--- src/rtl/fpc_pkg.sv ---
// package for the fast ethernet pcs control, status and counter bank
// assumes one 125 MHz clock domain and a serial management link
package fpc_pkg;
    // register addresses on the management link
    localparam logic [4:0]  REG_BYPASS_CTRL  = 5'h10;
    localparam logic [4:0]  REG_STATUS_FLAGS = 5'h11;
    localparam logic [4:0]  REG_RXERR_COUNT  = 5'h12;
    localparam logic [4:0]  REG_FCAR_FIFO    = 5'h13;
    // control bit positions
    localparam int          BIT_BYP_4B5B     = 10;
    localparam int          BIT_BYP_SCRAM    = 9;
    localparam int          BIT_BYP_NRZI     = 8;
    localparam int          BIT_BYP_ALIGN    = 7;
    localparam int          BIT_BW_DISABLE   = 6;
    localparam int          BIT_FEF_ENABLE   = 5;
    localparam logic [15:0] CTRL_RESET       = 16'h0000;
    localparam logic [15:0] CTRL_WMASK       = 16'h07e0;
    // latched flag indices, bit 0 upward
    localparam int          NUM_FLAGS        = 6;
    localparam logic [5:0]  FLAGS_RESET      = 6'h00;
    // counters: index 0 receive errors, 1 false carrier, 2 fifo overrun
    localparam int          NUM_CNT          = 3;
    localparam int          CNT_RXERR        = 0;
    localparam int          CNT_FCAR         = 1;
    localparam int          CNT_XRUN         = 2;
    localparam logic [15:0] RXERR_MAX        = 16'h00ff;
    localparam logic [15:0] BYTE_MAX         = 16'h00ff;
    localparam logic [15:0] CNT_RESET        = 16'h0000;
    // management frame layout
    localparam logic [5:0]  PRE_LEN          = 6'h20;
    localparam logic [4:0]  HDR_LAST         = 5'h0c;
    localparam logic [4:0]  TA_DRIVE         = 5'h01;
    localparam logic [4:0]  DATA_FIRST       = 5'h02;
    localparam logic [4:0]  DATA_LAST        = 5'h11;
    localparam logic [4:0]  RD_RELEASE       = 5'h12;
    localparam logic [1:0]  OP_READ          = 2'h2;
    localparam logic [1:0]  OP_WRITE         = 2'h1;
    typedef enum logic [1:0] {
        ST_PRE = 2'h0,
        ST_HDR = 2'h1,
        ST_RD  = 2'h3,
        ST_WR  = 2'h2
    } fpc_mgmt_state_t;
endpackage

--- src/rtl/fpc_cnt_if.sv ---
// carrier between the register bank and one saturating counter
// assumes both ends on the same clock
`timescale 1ns/100ps
interface fpc_cnt_if;
    logic        inc;
    logic        clr;
    logic [15:0] value;
    modport cnt (input inc, input clr, output value);
    modport ctl (output inc, output clr, input value);
endinterface

--- src/rtl/fpc_sat_counter.sv ---
// saturating clear-on-read event counter
// assumes clr is a single-cycle pulse on mclk_i; inc counts once per cycle it is high
`timescale 1ns/100ps
module fpc_sat_counter
    import fpc_pkg::*;
#(
    parameter logic [15:0] MAX = BYTE_MAX
) (
    input  wire logic mclk_i,
    input  wire logic reset_i,
    fpc_cnt_if.cnt    port
);
    logic [15:0] count;
    logic [15:0] next_count;
    wire         at_max = (count == MAX);

    // clear wins over the old value, but a same-cycle event still counts
    assign next_count = port.clr ? (port.inc ? 16'h0001 : CNT_RESET) :
                        (port.inc && !at_max) ? 16'(count + 16'h0001) : count;

    always_ff @(posedge mclk_i) begin
        if (reset_i) begin
            count <= CNT_RESET;
        end else begin
            count <= next_count;
        end
    end

    assign port.value = count;

    property p_cnt_sat;
        @(posedge mclk_i) disable iff (reset_i)
        (at_max && !port.clr) |=> (count == MAX);
    endproperty
    a_cnt_sat: assert property (p_cnt_sat) else $error("counter left its maximum");

    property p_cnt_clr;
        @(posedge mclk_i) disable iff (reset_i)
        (port.clr && !port.inc) |=> (count == CNT_RESET);
    endproperty
    a_cnt_clr: assert property (p_cnt_clr) else $error("counter not cleared by read");

    property p_cnt_inc;
        @(posedge mclk_i) disable iff (reset_i)
        (port.inc && !port.clr && !at_max) |=> (count == $past(count) + 16'h0001);
    endproperty
    a_cnt_inc: assert property (p_cnt_inc) else $error("counter missed an event");

    c_cnt_full: cover property (@(posedge mclk_i) disable iff (reset_i) at_max && port.inc);
endmodule

--- src/rtl/fpc_top.sv ---
// pcs bypass control, live and latched status, error counters
// assumes serial management pins from outside, pcs events on mclk_i
`timescale 1ns/100ps
module fpc_top
    import fpc_pkg::*;
(
    input  wire logic       mclk_i,
    input  wire logic       reset_i,
    input  wire logic       mdc_i,
    input  wire logic       mdio_i,
    output logic            mdio_o,
    output logic            mdio_oe_o,
    input  wire logic [4:0] phy_addr_i,
    input  wire logic       signal_detect_pair_p_i,
    input  wire logic       signal_detect_pair_n_i,
    input  wire logic       fifo_error_i,
    input  wire logic       locked_i,
    input  wire logic       link_pass_i,
    input  wire logic       remote_fault_i,
    input  wire logic       false_carrier_i,
    input  wire logic       end_of_stream_delimiter_err_i,
    input  wire logic       rx_code_err_i,
    input  wire logic       tx_code_err_i,
    input  wire logic       lock_err_i,
    input  wire logic       mlt3_err_i,
    input  wire logic       rx_err_packet_i,
    input  wire logic       fifo_xrun_i,
    output logic            bypass_4b5b_o,
    output logic            bypass_scrambler_o,
    output logic            bypass_nrzi_o,
    output logic            bypass_align_o,
    output logic            bw_corr_disable_o,
    output logic            far_end_fault_enable_o
);
    // pin synchronisers
    logic       mdc_s1, mdc_s2, mdc_s3;
    logic       mdio_s1, mdio_s2;
    logic       sdp_s1, sdp_s2, sdn_s1, sdn_s2;
    logic [4:0] phy_s1, phy_s2;

    always_ff @(posedge mclk_i) begin
        if (reset_i) begin
            mdc_s1  <= 1'b0;
            mdc_s2  <= 1'b0;
            mdc_s3  <= 1'b0;
            mdio_s1 <= 1'b1;
            mdio_s2 <= 1'b1;
            sdp_s1  <= 1'b0;
            sdp_s2  <= 1'b0;
            sdn_s1  <= 1'b0;
            sdn_s2  <= 1'b0;
            phy_s1  <= 5'h00;
            phy_s2  <= 5'h00;
        end else begin
            mdc_s1  <= mdc_i;
            mdc_s2  <= mdc_s1;
            mdc_s3  <= mdc_s2;
            mdio_s1 <= mdio_i;
            mdio_s2 <= mdio_s1;
            sdp_s1  <= signal_detect_pair_p_i;
            sdp_s2  <= sdp_s1;
            sdn_s1  <= signal_detect_pair_n_i;
            sdn_s2  <= sdn_s1;
            phy_s1  <= phy_addr_i;
            phy_s2  <= phy_s1;
        end
    end

    wire mdc_rise = mdc_s2 && !mdc_s3;
    wire mdc_fall = !mdc_s2 && mdc_s3;

    // management frame engine
    fpc_mgmt_state_t state;
    logic [5:0]      ones;
    logic [4:0]      bitcnt;
    logic [12:0]     hdr;
    logic [15:0]     rd_shift;
    logic [15:0]     wr_shift;
    logic [15:0]     ctrl;
    logic [15:0]     read_word;
    logic [15:0]     status_word;

    wire [12:0] hdr_next   = {hdr[11:0], mdio_s2};
    wire [1:0]  hdr_op     = hdr_next[11:10];
    wire [4:0]  hdr_reg    = hdr_next[4:0];
    wire        hdr_ok     = hdr_next[12] && (hdr_next[9:5] == phy_s2);
    wire        reg_hit    = (hdr_reg[4:2] == REG_BYPASS_CTRL[4:2]);
    wire        hdr_done   = mdc_rise && (state == ST_HDR) && (bitcnt == HDR_LAST);
    wire        rd_start   = hdr_done && hdr_ok && reg_hit && (hdr_op == OP_READ);
    wire        wr_start   = hdr_done && hdr_ok && reg_hit && (hdr_op == OP_WRITE);
    wire        wr_fire    = mdc_rise && (state == ST_WR) && (bitcnt == DATA_LAST);
    wire [15:0] wr_word    = {wr_shift[14:0], mdio_s2};
    wire        pre_start  = mdc_rise && (state == ST_PRE) && !mdio_s2 && (ones >= PRE_LEN);
    wire        rd_release = mdc_fall && (state == ST_RD) && (bitcnt == RD_RELEASE);

    // read clears the latched flags and the addressed counters
    wire        rd_status  = rd_start && (hdr_reg == REG_STATUS_FLAGS);
    wire        rd_rxerr   = rd_start && (hdr_reg == REG_RXERR_COUNT);
    wire        rd_fcar    = rd_start && (hdr_reg == REG_FCAR_FIFO);

    always_ff @(posedge mclk_i) begin
        if (reset_i) begin
            state  <= ST_PRE;
            ones   <= 6'h00;
            bitcnt <= 5'h00;
            hdr    <= 13'h0000;
        end else if (pre_start) begin
            state  <= ST_HDR;
            bitcnt <= 5'h00;
            ones   <= 6'h00;
        end else if (mdc_rise && state == ST_PRE) begin
            ones   <= !mdio_s2 ? 6'h00 : (ones == PRE_LEN) ? ones : 6'(ones + 6'h01);
        end else if (mdc_rise && state == ST_HDR) begin
            hdr    <= hdr_next;
            bitcnt <= (bitcnt == HDR_LAST) ? 5'h00 : 5'(bitcnt + 5'h01);
            state  <= rd_start ? ST_RD : wr_start ? ST_WR : (hdr_done ? ST_PRE : ST_HDR);
        end else if (wr_fire || rd_release) begin
            state  <= ST_PRE;
            bitcnt <= 5'h00;
        end else if (mdc_rise && (state == ST_RD || state == ST_WR)) begin
            bitcnt <= 5'(bitcnt + 5'h01);
        end
    end

    // turnaround then data, msb first, changed on falling mdc
    always_ff @(posedge mclk_i) begin
        if (reset_i) begin
            mdio_o    <= 1'b0;
            mdio_oe_o <= 1'b0;
            rd_shift  <= 16'h0000;
        end else if (rd_start) begin
            rd_shift  <= read_word;
        end else if (mdc_fall && state == ST_RD) begin
            mdio_oe_o <= (bitcnt >= TA_DRIVE) && (bitcnt <= DATA_LAST);
            mdio_o    <= (bitcnt >= DATA_FIRST) && (bitcnt <= DATA_LAST) && rd_shift[15];
            if (bitcnt >= DATA_FIRST) begin
                rd_shift <= {rd_shift[14:0], 1'b0};
            end
        end
    end

    always_ff @(posedge mclk_i) begin
        if (reset_i) begin
            wr_shift <= 16'h0000;
        end else if (mdc_rise && state == ST_WR && bitcnt >= DATA_FIRST) begin
            wr_shift <= wr_word;
        end
    end

    // control register, reserved bits kept at zero
    always_ff @(posedge mclk_i) begin
        if (reset_i) begin
            ctrl <= CTRL_RESET;
        end else if (wr_fire && hdr[4:0] == REG_BYPASS_CTRL) begin
            ctrl <= wr_word & CTRL_WMASK;
        end
    end

    always_ff @(posedge mclk_i) begin
        if (reset_i) begin
            bypass_4b5b_o          <= 1'b0;
            bypass_scrambler_o     <= 1'b0;
            bypass_nrzi_o          <= 1'b0;
            bypass_align_o         <= 1'b0;
            bw_corr_disable_o      <= 1'b0;
            far_end_fault_enable_o <= 1'b0;
        end else begin
            bypass_4b5b_o          <= ctrl[BIT_BYP_4B5B];
            bypass_scrambler_o     <= ctrl[BIT_BYP_SCRAM];
            bypass_nrzi_o          <= ctrl[BIT_BYP_NRZI];
            bypass_align_o         <= ctrl[BIT_BYP_ALIGN];
            bw_corr_disable_o      <= ctrl[BIT_BW_DISABLE];
            far_end_fault_enable_o <= ctrl[BIT_FEF_ENABLE];
        end
    end

    // latched-high flags, set wins over the read clear
    logic [NUM_FLAGS-1:0] flags;
    wire  [NUM_FLAGS-1:0] flag_ev = {false_carrier_i, end_of_stream_delimiter_err_i,
                                     rx_code_err_i, tx_code_err_i,
                                     lock_err_i, mlt3_err_i};

    genvar gi;
    generate
        for (gi = 0; gi < NUM_FLAGS; gi++) begin : g_flag
            always_ff @(posedge mclk_i) begin
                if (reset_i) begin
                    flags[gi] <= FLAGS_RESET[gi];
                end else begin
                    flags[gi] <= (flags[gi] && !rd_status) || flag_ev[gi];
                end
            end
        end
    endgenerate

    wire fx_mode = sdp_s2 || sdn_s2;

    assign status_word = {4'h0,
                          fifo_error_i,
                          fx_mode,
                          locked_i,
                          link_pass_i,
                          remote_fault_i,
                          1'b0,
                          flags};

    // counters
    fpc_cnt_if cnt_bus [NUM_CNT] ();

    assign cnt_bus[CNT_RXERR].inc = rx_err_packet_i;
    assign cnt_bus[CNT_RXERR].clr = rd_rxerr;
    assign cnt_bus[CNT_FCAR].inc  = false_carrier_i;
    assign cnt_bus[CNT_FCAR].clr  = rd_fcar;
    assign cnt_bus[CNT_XRUN].inc  = fifo_xrun_i;
    assign cnt_bus[CNT_XRUN].clr  = rd_fcar;

    generate
        for (gi = 0; gi < NUM_CNT; gi++) begin : g_cnt
            fpc_sat_counter #(
                .MAX (gi == CNT_RXERR ? RXERR_MAX : BYTE_MAX)
            ) u_cnt (
                .mclk_i  (mclk_i),
                .reset_i (reset_i),
                .port    (cnt_bus[gi])
            );
        end
    endgenerate

    wire [15:0] rxerr_val = cnt_bus[CNT_RXERR].value;
    wire [15:0] fcar_val  = cnt_bus[CNT_FCAR].value;
    wire [15:0] xrun_val  = cnt_bus[CNT_XRUN].value;

    assign read_word = (hdr_reg == REG_BYPASS_CTRL)  ? ctrl :
                       (hdr_reg == REG_STATUS_FLAGS) ? status_word :
                       (hdr_reg == REG_RXERR_COUNT)  ? rxerr_val :
                       {xrun_val[7:0], fcar_val[7:0]};

    // checks
    property p_ctrl_write;
        @(posedge mclk_i) disable iff (reset_i)
        (wr_fire && hdr[4:0] == REG_BYPASS_CTRL) |=> ##1
            (bypass_4b5b_o == $past(wr_word[BIT_BYP_4B5B], 2));
    endproperty
    a_ctrl_write: assert property (p_ctrl_write) else $error("4b5b bypass not taken");

    property p_scram_follow;
        @(posedge mclk_i) disable iff (reset_i)
        ##1 (bypass_scrambler_o == $past(ctrl[BIT_BYP_SCRAM]));
    endproperty
    a_scram_follow: assert property (p_scram_follow) else $error("scrambler bypass stale");

    property p_flag_set;
        @(posedge mclk_i) disable iff (reset_i)
        flag_ev[5] |=> flags[5];
    endproperty
    a_flag_set: assert property (p_flag_set) else $error("false carrier not latched");

    property p_flag_clear;
        @(posedge mclk_i) disable iff (reset_i)
        (rd_status && flag_ev == 6'h00) |=> (flags == 6'h00);
    endproperty
    a_flag_clear: assert property (p_flag_clear) else $error("flags not cleared by read");

    property p_flag_set_wins;
        @(posedge mclk_i) disable iff (reset_i)
        (rd_status && flag_ev[0]) |=> flags[0];
    endproperty
    a_flag_set_wins: assert property (p_flag_set_wins) else $error("event lost at read");

    property p_flag_hold;
        @(posedge mclk_i) disable iff (reset_i)
        (flags[1] && !rd_status) |=> flags[1];
    endproperty
    a_flag_hold: assert property (p_flag_hold) else $error("lock flag dropped");

    property p_fx_low;
        @(posedge mclk_i) disable iff (reset_i)
        (!signal_detect_pair_p_i && !signal_detect_pair_n_i) [*3] |-> !status_word[10];
    endproperty
    a_fx_low: assert property (p_fx_low) else $error("fiber mode with no signal detect");

    c_read_done: cover property (@(posedge mclk_i) disable iff (reset_i) rd_release);
    c_write_done: cover property (@(posedge mclk_i) disable iff (reset_i) wr_fire);
    c_status_read: cover property (@(posedge mclk_i) disable iff (reset_i) rd_status && |flags);
endmodule

--- config.mk ---
export PLATFORM = sky130hd
export DESIGN_NAME = fpc_top
export DESIGN_NICKNAME = d
export VERILOG_FILES = /design/src/rtl/fpc_pkg.sv /design/src/rtl/fpc_cnt_if.sv /design/src/rtl/fpc_sat_counter.sv /design/src/rtl/fpc_top.sv
export SDC_FILE = /design/constraint.sdc
export NUM_CORES = 1
export LEC_CHECK = 0
export BUFFER_PORTS_ARGS = -buffer_cell sky130_fd_sc_hd__buf_2
export CAP_MARGIN = 5
export CORE_ASPECT_RATIO = 1.2
export CORE_MARGIN = 2
export CORE_UTILIZATION = 48
export DETAILED_ROUTE_END_ITERATION = 12
export PLACE_DENSITY = 0.72
export SKIP_LAST_GASP = 1
export SLEW_MARGIN = 20
export SYNTH_ARGS = -nofsm -noshare
export SYNTH_HDL_FRONTEND = slang
export SYNTH_SLANG_ARGS = --single-unit
export TNS_END_PERCENT = 20
--- constraint.sdc ---
create_clock -name mclk_i -period 2 [get_ports mclk_i]
set_input_delay 0.1 -clock mclk_i [delete_from_list [all_inputs] [get_ports mclk_i]]
set_output_delay 0.1 -clock mclk_i [all_outputs]
set_load 0.005 [all_outputs]
* After elaboration in Yosys (flattened, before gate mapping)
Cells that the tools add are included.
** Storage, ports and cells
- Output and inout bits :: 8
- Register bits :: 138
- Word-level logic and storage cells :: 164
** Operators by class
- Bitwise logic cells :: 3
- Muxes and demuxes :: 28
- Add/sub/neg operators :: 5
- Reduce and logical (&&, ||, !) cells :: 67
- Magnitude comparators :: 4
- Eq/ne operators :: 21
** Operators by type and width (count)
- two-way mux 16 bit :: 12
- adder 16 x 1 -> 16 bit (second input constant) :: 3
- == test 16 x 8 -> 1 bit (second input constant) :: 3
- == test 5 bit (second input constant) :: 7
- logical AND 1 bit :: 34
- two-way mux 5 bit :: 4
- two-way mux 6 bit :: 2
- AND reduction 2 bit :: 6
- nonzero test 2 bit :: 6
- logical OR 1 bit :: 9
- two-way mux 2 bit :: 4
- zero test 1 bit :: 7
- adder 6 x 1 -> 6 bit (second input constant) :: 1
- == test 2 bit (second input constant) :: 3
- == test 6 bit (second input constant) :: 1
- >= comparator 6 bit (second input constant) :: 1
- two-way mux 1 bit :: 6
- nonzero test 3 bit :: 2
- adder 5 x 1 -> 5 bit (second input constant) :: 1
- == test 5 x 4 -> 1 bit (second input constant) :: 1
- == test 5 bit :: 1
- >= comparator 5 x 1 -> 1 bit (second input constant) :: 1
- >= comparator 5 x 2 -> 1 bit (second input constant) :: 1
- less-or-equal comparator 5 bit (second input constant) :: 1
- other kinds (7) :: 11

* Logic depth before layout (Yosys ltp)
Gate-level depths: netlist (run 1).
- Depth after elaboration :: 12
- Depth in mapped cells :: 8
- Depth with buffers taken out :: 7

* Modules after synthesis
A second synthesis (run 1) with hierarchy kept.
** Unflattened totals
- Cells, all modules :: 759
- Area total of the unflattened synthesis :: 6668.9 µm²
** Modules (own cells, without submodules)
- fpc_top :: instances 1, seq. area each 1801.7 µm², cells an instance 459, area an instance 4146.5 µm²
- fpc_sat_counter :: instances 3, seq. area each 320.3 µm², cells an instance 100, area an instance 840.8 µm²

* Least setup slack after synthesis (run 1)
OpenSTA, ideal clock, no wires.
- Path type :: reg-to-reg
- Start point :: register g_cnt[0].u_cnt.count[8]
- End point :: register g_cnt[0].u_cnt.count[9]
- Path buffers :: 1
- Slack :: 184 ps
- Data arrival time :: 1702 ps
- Stages on the path, launching flop included :: 7
- Required time :: 1886 ps
- Cell sequence :: dfxtp_1 > or4_4 > o41a_1 > buf_6 > nand4_1 > xor2_1 > nor2_1
** On the way
- Longest elaborated chain between the ends :: 4
- Elaborated cells on any way between the ends :: 7
- Those cells by class :: add/sub: 1; eq/ne: 1; mux: 2; reduce/logical: 3
** RTL lines
- from (decl) :: RTL line fpc_sat_counter.sv:13 : logic [15:0] count;
- from (signal assigned) :: RTL line fpc_sat_counter.sv:25 : count <= next_count;
- branches (longest 4 deep; another with adder 16 x 1 -> 16 bit)
Parallel ways; which one is timed is not known. The select of a mux whose other input is x is not followed.
A chain may end at the register's enable or synchronous reset.

* Worst setup path after layout (run 1)
- Start point :: register g_cnt[0].u_cnt.count[10]
- End point :: register g_cnt[0].u_cnt.count[8]
** On the way
- Longest elaborated chain between the ends :: 4
** RTL lines
- == test 16 x 8 -> 1 bit :: RTL line fpc_sat_counter.sv:15 : wire at_max = (count == MAX);
- zero test 1 bit :: RTL line fpc_sat_counter.sv:19 : (port.inc && !at_max) ? 16'(count + 16'h0001) : count;
- logical AND 1 bit :: RTL line fpc_sat_counter.sv:19
- nonzero test 2 bit (no line)
Every way passes these cells.

==> metrics, run 1 <==
DP Cell Count=935; Num CTS Buffers=17; Clock Power Share=50.4%; initial antenna violation count=0; final non-filler cell total=984; Rows=45; Synth area leader=dfxtp_1; critical path endpoint=g_cnt[0].u_cnt.port.value[8]; width of the die=108 um; Worst Tran Pin Value=562 ps; worst vdd ir=0.538 mV; failing checks=setup timing; critical path endpoint category=flip-flop; Worst Reg-to-Reg Cells=5; Final WS setup=-1.69 ps; 1st-pass router iterations=5; register share of total power=45.4%; # IOs=31; n_diodes=0; Syn Inst Count=717; Crit Path Category=reg -> reg; count leader, synth=dfxtp_1; gr usage total=22.7%; post-synthesis async set-or-reset flop share=0%; clock root cell=clkbuf_16; insertion delay to the later sink of the worst-skew pair=420 ps; Max Cap Viol=0; final worst path period share=100%; syn_area_per_cell=8.77 um2; Final #Nets=839; Top FF cell, synth=dfxtp_1; gpl congestion=0.915; Detail Placement HPWL=10800 um; Remaining DRCs=0; Seq/Total Area, Yosys=43.9%; largest net degree at the start of global routing=62; Slew Limit Fails=0; Detail Route Antenna Nets=0; area of the core=0.0127 mm2; routed vias/inst=5.69; critical path data required time=2340 ps; flops & latches, synth=138; Leakage=2.99 nW; Iter 0 DRT Violations=328; number of global-route vias before repair=5367; RR Startpoint=g_cnt[0].u_cnt.port.value[10]; status=complete, but fails checks; post-layout util=60.7%; Final Hold Viols=0; Final Hold Slack=42.9 ps; Via Count=5597; CTS clk-pin slew, worst paths=60 ps; Pwr Density=802 mW/mm2; Comb pwr share=4.1%; Slew headroom=62.2%; Sw Ratio=22.2%; RSZ-0062 raised after global routing=yes; Post-synth EDFFs=0; Synth top area share=43.9%; worst slack, placed=11.4 ps; CTS H-tree depth=4; clk_skew=7.83 ps; Initial Utilization=49.4%; Final setup viols=1; mapped cell area=0.00629 mm2; clock buffer depth=2; area delta synth->final=22.9%; Avg WL per Cell=15.4 um; P_int=4.82 mW; maximum clock frequency=500 MHz; Synth area leaders=dfxtp_1, nor2_1, nand2_1, xor2_1, xnor2_1; Yosys Warn Count=0; PortBufs=30; remaining global-route overflow=0; Post-Syn Nets=749; Critical Path Start=g_cnt[0].u_cnt.port.value[10]; R2R Setup Slk=-2 ps; Hold Crit Class=in -> reg; Worst R2R End=g_cnt[0].u_cnt.port.value[8]; first-pass GRT wire length=25100 um; Die Height=129 um; Yosys cell types=64; max reg flops=48; Setup crit start kind=flip-flop; CP arrival=2340 ps; CTS tree=done; maximum fanout along the worst path=5; Die Area=0.0140 mm2; Sw Pwr=1.37 mW; drt total wl=15200 um; min Tclk post-route=2000 ps; Clock Sinks=138; Synth top cells by count=dfxtp_1, nor2_1, nand2_1; layout cells sized above 1=17.1%
-- cells in the final DEF (no fill, tap or decap), types with 10 or more instances in the layout --
cell type and instances:
xnor2_1 25, clkbuf_16 17, dlygate4sd3_1 15, nor2b_1 26
dfxtp_1 138, mux2i_1 20, buf_4 59, nand3_1 29
a22o_1 10, nand2_1 78, a21oi_1 31, and3_1 16
nor3_1 16, xor2_1 29, inv_1 14, nand4_1 30
nor2_1 86, buf_2 30
-- through the flow --
stage | setup TNS (ps) | total power, mW | instance area (um2)
global route | -694 | 6.39 | 7720
finish | -1.69 | 6.20 | 7720
global placement | 0 | 3.09 | 6940
floorplan | 0 | 3.01 | 6290
CTS | 0 | 6.24 | 7690
detailed placement | 0 | 3.10 | 6940
-- final cells by class --
cell class              instances  area, um2
fillers                      1116       5000
multi-input cells             530       3340
flip-flops and latches        138       2760
repair buffers                106        774
clock buffers                  20        457
well taps                     164        205
clock inverters                12        136
inverters                      14       52.6
-- metal layers --
layer | vias up | track usage (%) | wire (um)
li1 | 2745 | - | -
met1 | 2662 | 26.1 | 6520
met2 | 153 | 39.1 | 7390
met3 | 37 | 4.63 | 713
met4 | 0 | 12.4 | 536
met5 | - | 0 | 0
-- how the worst min path moves through the flow --
stage	startpoint	endpoint	slack, ps	cells after the start
after floorplan	mdio_i	mdio_s1	200	1
after global placement	mdio_i	mdio_s1	290	2
after detailed placement	mdio_i	mdio_s1	290	2
after CTS	rx_err_packet_i	g_cnt[0].u_cnt.port.value[0]	20	2
after global routing	rx_err_packet_i	g_cnt[0].u_cnt.port.value[0]	30	2
final	rx_err_packet_i	g_cnt[0].u_cnt.port.value[0]	40	2
-- repair_timing --
item / CTS / global route
buffers inserted: 0 / 2
endpoints found under the setup margin: 0 / 34
gates resized for setup: 0 / 6
hold endpoints to repair: 19 / 0
hold buffers: 15 / 0
-- worst max-delay path, stage by stage, from the launching register on --
cell	delay, ps
dfxtp_1	340
or4_1	580
o41a_1	470
buf_4	170
and3_1	170
a211oi_1	190
-- power by group through the flow --
stage / sequential, mW / combinational (mW) / clock [mW]
after floorplan: 2.87 / 0.135 / 0
after global placement: 2.87 / 0.219 / 0
after detailed placement: 2.87 / 0.226 / 0
after CTS: 2.81 / 0.250 / 3.17
after global routing: 2.82 / 0.281 / 3.30
final: 2.81 / 0.256 / 3.13
-- cell families (layout without fill, tap and decap cells) --
family | Yosys count | after routing | synth area share [%]
muxes | 22 | 22 | 3.54
buffers and inverters | 49 | 152 | 3.28
xor gates and xnor gates | 54 | 54 | 7.52
AOI/OAI and AO/OA | 112 | 112 | 12.9
DFF | 138 | 138 | 43.9
and+or+nand+nor | 333 | 333 | 27.0
adders and majority gates | 9 | 9 | 1.79
(Power assumes the default switching activity.)
==> run 2: changes to the inputs <==
--- a/config.mk
+++ b/config.mk
@@ -7,7 +7,7 @@
 export LEC_CHECK = 0
 export BUFFER_PORTS_ARGS = -buffer_cell sky130_fd_sc_hd__buf_2
 export CAP_MARGIN = 5
-export CORE_ASPECT_RATIO = 1.2
+export CORE_ASPECT_RATIO = 0.5
 export CORE_MARGIN = 2
 export CORE_UTILIZATION = 48
 export DETAILED_ROUTE_END_ITERATION = 12
==> metrics, run 2 (same netlist as run 1, synthesis figures left out) <==
status=completed; insertion delay to the later sink of the worst-skew pair=410 ps; critical path data required time=2290 ps; Pwr Density=814 mW/mm2; area of the core=0.0127 mm2; remaining global-route overflow=0; Clock Sinks=138; clk_skew=10.3 ps; layout cells sized above 1=15.5%; Slew headroom=58.7%; Final setup viols=0; largest net degree at the start of global routing=51; Worst R2R End=wr_shift[5]; area delta synth->final=21.4%; Initial Utilization=49.4%; gr usage total=21.7%; Final Hold Viols=0; total power=6.21 mW; Remaining DRCs=0; RSZ-0062 raised after global routing=yes; fin area=0.00763 mm2; gpl congestion=0.918; CTS clk-pin slew, worst paths=60 ps; R2R Setup Slk=30 ps; Worst path top cell family by delay=simple AND/OR/NAND/NOR gates; post-layout util=59.9%; PortBufs=30; critical path endpoint category=flip-flop; Hold Crit Class=in -> reg; Via Count=5553; fillers=1092; Num CTS Buffers=17; WHS Path Cells=2; CP max stage delay=630 ps; 1st-pass router iterations=5; CP arrival=2260 ps; CTS tree=done; Detail Placement HPWL=10200 um; cells along the critical path=or4_1 > o211ai_1 > buf_4 > mux2i_1 > nor2_1; DP Cell Count=932; min Tclk post-route=1970 ps; Max Cap Viol=0; drt total wl=14800 um; Die Area=0.0141 mm2; register share of total power=45.4%; most frequent cells in the layout=dfxtp_1, nor2_1, nand2_1; width of the die=166 um; Slew Limit Fails=0; CTS H-tree depth=4; initial antenna violation count=0; # IOs=31; max reg flops=48; Sw Pwr=1.39 mW; maximum clock frequency=507 MHz; clock root cell=clkbuf_16; clock buffer depth=2; Avg WL per Cell=15.1 um; multi-input logic area=0.00332 mm2; Worst Tran Pin Value=619 ps; Final #Nets=828; Setup TNS Final=0 ps; CP Buf/Inv Count=1; Comb pwr share=4.0%; Sw Ratio=22.5%; P_int=4.82 mW; worst vdd ir=0.421 mV; Rows=29; number of global-route vias before repair=5176; final non-filler cell total=979; area occupied by registers=0.00276 mm2; Die Height=84.9 um; Worst Reg-to-Reg Cells=5; Setup crit start kind=flip-flop; Leakage=2.92 nW; maximum fanout along the worst path=11; final worst path period share=98.6%; Final WS setup=27.7 ps; Detail Route Antenna Nets=0; Crit Path Category=reg -> reg; Area after DPL=0.00688 mm2; Clock Power Share=50.7%; RR Startpoint=bitcnt[4]; n_diodes=0; CP max stage cell=or4_1; Iter 0 DRT Violations=375; Final Hold Slack=31.7 ps; worst slack, placed=60.7 ps; Worst Hold Path EP=g_cnt[0].u_cnt.port.value[0]; worst hold path startpoint=rx_err_packet_i; postcts setup bufs=0; most common cell after layout, fill and taps aside=dfxtp_1; routed vias/inst=5.67; first-pass GRT wire length=24800 um
run 2: cell type report:
class,count,share of cell area (%)
well taps,170,2.79
multi-input cells,530,43.5
flip-flops and latches,138,36.2
inverters,14,0.689
clock buffers,20,5.98
clock inverters,12,1.82
repair buffers,95,9.02
run 2: metal layers:
layer / vias to the layer above / share of wire [%] / track usage [%]
li1: 2727 / - / -
met1: 2631 / 49 / 29.4
met2: 168 / 44 / 34.4
met3: 27 / 5.2 / 5.04
met4: 0 / 1.7 / 7.27
met5: - / 0 / 0
run 2: worst max-delay path by stage:
| stage | slack (ps) | endpoint | cells past startpoint | start |
|---|---|---|---|---|
| 2_1_floorplan | 180 | g_cnt[0].u_cnt.port.value[9] | 6 | g_cnt[0].u_cnt.port.value[8] |
| 3_3_place_gp | 80 | g_cnt[0].u_cnt.port.value[11] | 5 | g_cnt[0].u_cnt.port.value[8] |
| 3_5_place_dp | 60 | g_cnt[0].u_cnt.port.value[11] | 5 | g_cnt[0].u_cnt.port.value[8] |
| 4_1_cts | 40 | g_cnt[2].u_cnt.port.value[7] | 5 | g_cnt[2].u_cnt.port.value[12] |
| 5_1_grt | -70 | g_cnt[0].u_cnt.port.value[0] | 7 | bitcnt[1] |
| 6_report | 30 | wr_shift[5] | 5 | bitcnt[4] |
run 2: timing repair:
| action | 4_1_cts | 5_1_grt |
|---|---|---|
| gates resized for setup | 0 | 1 |
| hold buffers | 15 | 0 |
| setup endpoints to repair | 0 | 35 |
| endpoints found under the hold margin | 15 | 0 |
run 2: power groups by stage:
| stage | combinational (mW) | sequential [mW] | clock, mW |
|---|---|---|---|
| 3_5_place_dp | 0.221 | 2.88 | 0 |
| 4_1_cts | 0.244 | 2.82 | 3.18 |
| 2_1_floorplan | 0.135 | 2.87 | 0 |
| 6_report | 0.246 | 2.82 | 3.15 |
| 5_1_grt | 0.272 | 2.82 | 3.32 |
| 3_3_place_gp | 0.216 | 2.87 | 0 |
==> run 3: changes to the inputs <==
--- a/config.mk
+++ b/config.mk
@@ -7,11 +7,13 @@
 export LEC_CHECK = 0
 export BUFFER_PORTS_ARGS = -buffer_cell sky130_fd_sc_hd__buf_2
 export CAP_MARGIN = 5
+export CELL_PAD_IN_SITES_DETAIL_PLACEMENT = 0
+export CELL_PAD_IN_SITES_GLOBAL_PLACEMENT = 2
 export CORE_ASPECT_RATIO = 0.5
 export CORE_MARGIN = 2
-export CORE_UTILIZATION = 48
+export CORE_UTILIZATION = 38
 export DETAILED_ROUTE_END_ITERATION = 12
-export PLACE_DENSITY = 0.72
+export PLACE_DENSITY = 0.86
 export SKIP_LAST_GASP = 1
 export SLEW_MARGIN = 20
 export SYNTH_ARGS = -nofsm -noshare
==> metrics, run 3 (same netlist as run 1, synthesis figures left out) <==
Pwr Density=781 mW/mm2; Setup crit start kind=flip-flop; PortBufs=30; layout cells sized above 1=17.7%; CTS H-tree depth=4; clock buffer depth=2; Die Area=0.0177 mm2; CTS tree=done; Slew Limit Fails=0; initial antenna violation count=0; number of global-route vias before repair=5024; CTS clk-pin slew, worst paths=70 ps; Detail Placement HPWL=11100 um; Worst path top cell family by delay=simple AND/OR/NAND/NOR gates; n_diodes=0; status=completed; Iter 0 DRT Violations=346; clk_skew=8.32 ps; # IOs=31; gr usage total=18.9%; width of the die=186 um; Hold Crit Class=in -> reg; CP max stage cell=or4_1; final non-filler cell total=1046; most frequent cells in the layout=dfxtp_1, nor2_1, nand2_1; Num CTS Buffers=17; Crit Path Category=reg -> reg; cells along the critical path=buf_4 > or4_1 > o21ai_4 > buf_4 > nand2_1 > and3_1 > a211oi_1; Slew headroom=64.3%; Final Hold Viols=0; Max Cap Viol=0; critical path data required time=2340 ps; drt total wl=15800 um; worst vdd ir=0.604 mV; fillers=1617; Final #Nets=838; post-layout util=47.9%; Most common cell on crit path=buf_4; maximum fanout along the worst path=6; routed vias/inst=5.13; Worst Tran Pin Value=535 ps; remaining global-route overflow=0; Initial Utilization=38.6%; Final setup viols=0; critical path endpoint category=flip-flop; Die Height=95.0 um; first-pass GRT wire length=25900 um; area of the core=0.0163 mm2; gpl congestion=0.826; CP Buf/Inv Count=2; Leakage=2.97 nW; CP arrival=2320 ps; largest net degree at the start of global routing=40; insertion delay to the later sink of the worst-skew pair=420 ps; Final Hold Slack=49.7 ps; most common cell after layout, fill and taps aside=dfxtp_1; final worst path period share=98.9%; Avg WL per Cell=15.1 um; clock root cell=clkbuf_16; Clock Sinks=138; DP Cell Count=999; maximum clock frequency=505 MHz; area delta synth->final=23.8%; max reg flops=48; CP max stage delay=610 ps; Detail Route Antenna Nets=0; 1st-pass router iterations=7; RSZ-0062 raised after global routing=yes; Remaining DRCs=0; Via Count=5367; min Tclk post-route=1980 ps; Rows=33
-- run 3: changes by cell type in the layout (fill, tap and decap cells not counted), sizes merged, moves of 2 or more --
cell    change
buf        +11
inv         +8
clkbuf      -3
bufinv      -2
clkinv      -2
-- run 3: what timing repair did --
| action | 4_1_cts | 5_1_grt |
|---|---|---|
| setup buffers | 0 | 1 |
| endpoints found under the hold margin | 14 | 0 |
| hold buffers | 14 | 0 |
| resized for setup | 1 | 10 |
| setup endpoints to repair | 1 | 65 |
-- run 3: layout make-up --
cell class	count	area, um2	share of cell area [%]
clock inverter	15	129	1.66
clock buffer	17	425	5.46
inverter	14	52.6	0.675
sequential	138	2760	35.5
tap	227	284	3.65
timing repair buffer	105	761	9.77
multi-input combinational	530	3370	43.3
-- run 3: path summary, 6_finish.rpt --
| check | from | end | slack [ps] | depth (start not counted) |
|---|---|---|---|---|
| setup / recovery | bitcnt[1] | rd_shift[1] | 20 | 7 |
| hold / removal | rx_err_packet_i | g_cnt[0].u_cnt.port.value[0] | 50 | 2 |
| setup reg to reg | bitcnt[1] | rd_shift[1] | 20 | 7 |
| hold reg to reg | phy_s1[3] | phy_s2[3] | 430 | 1 |
-- run 3: metrics by stage --
step | setup WS (ps) | instance area (um2) | power [mW] | setup TNS, ps
floorplan | 184 | 6290 | 3.01 | 0
global placement | -12.2 | 7030 | 3.11 | -12.2
detailed placement | 0.236 | 7030 | 3.11 | 0
CTS | 31.9 | 7730 | 6.16 | 0
global route | -97.0 | 7790 | 6.30 | -1840
finish | 21.3 | 7790 | 6.08 | 0
-- run 3: per-layer routing --
layer | global-route usage, % | part of all wire, %
met5 | 0 | 0
met4 | 5.12 | 0.45
met3 | 4.09 | 3.3
met2 | 28.8 | 44
met1 | 27.0 | 52
-- run 3: power by group --
group / switching, mW / internal, mW / total [mW] / leakage, nW
Clock: 1.37 / 1.63 / 3.00 / 0.266
Sequential: 0.0219 / 2.79 / 2.81 / 1.12
Combinational: 0.147 / 0.121 / 0.268 / 1.59
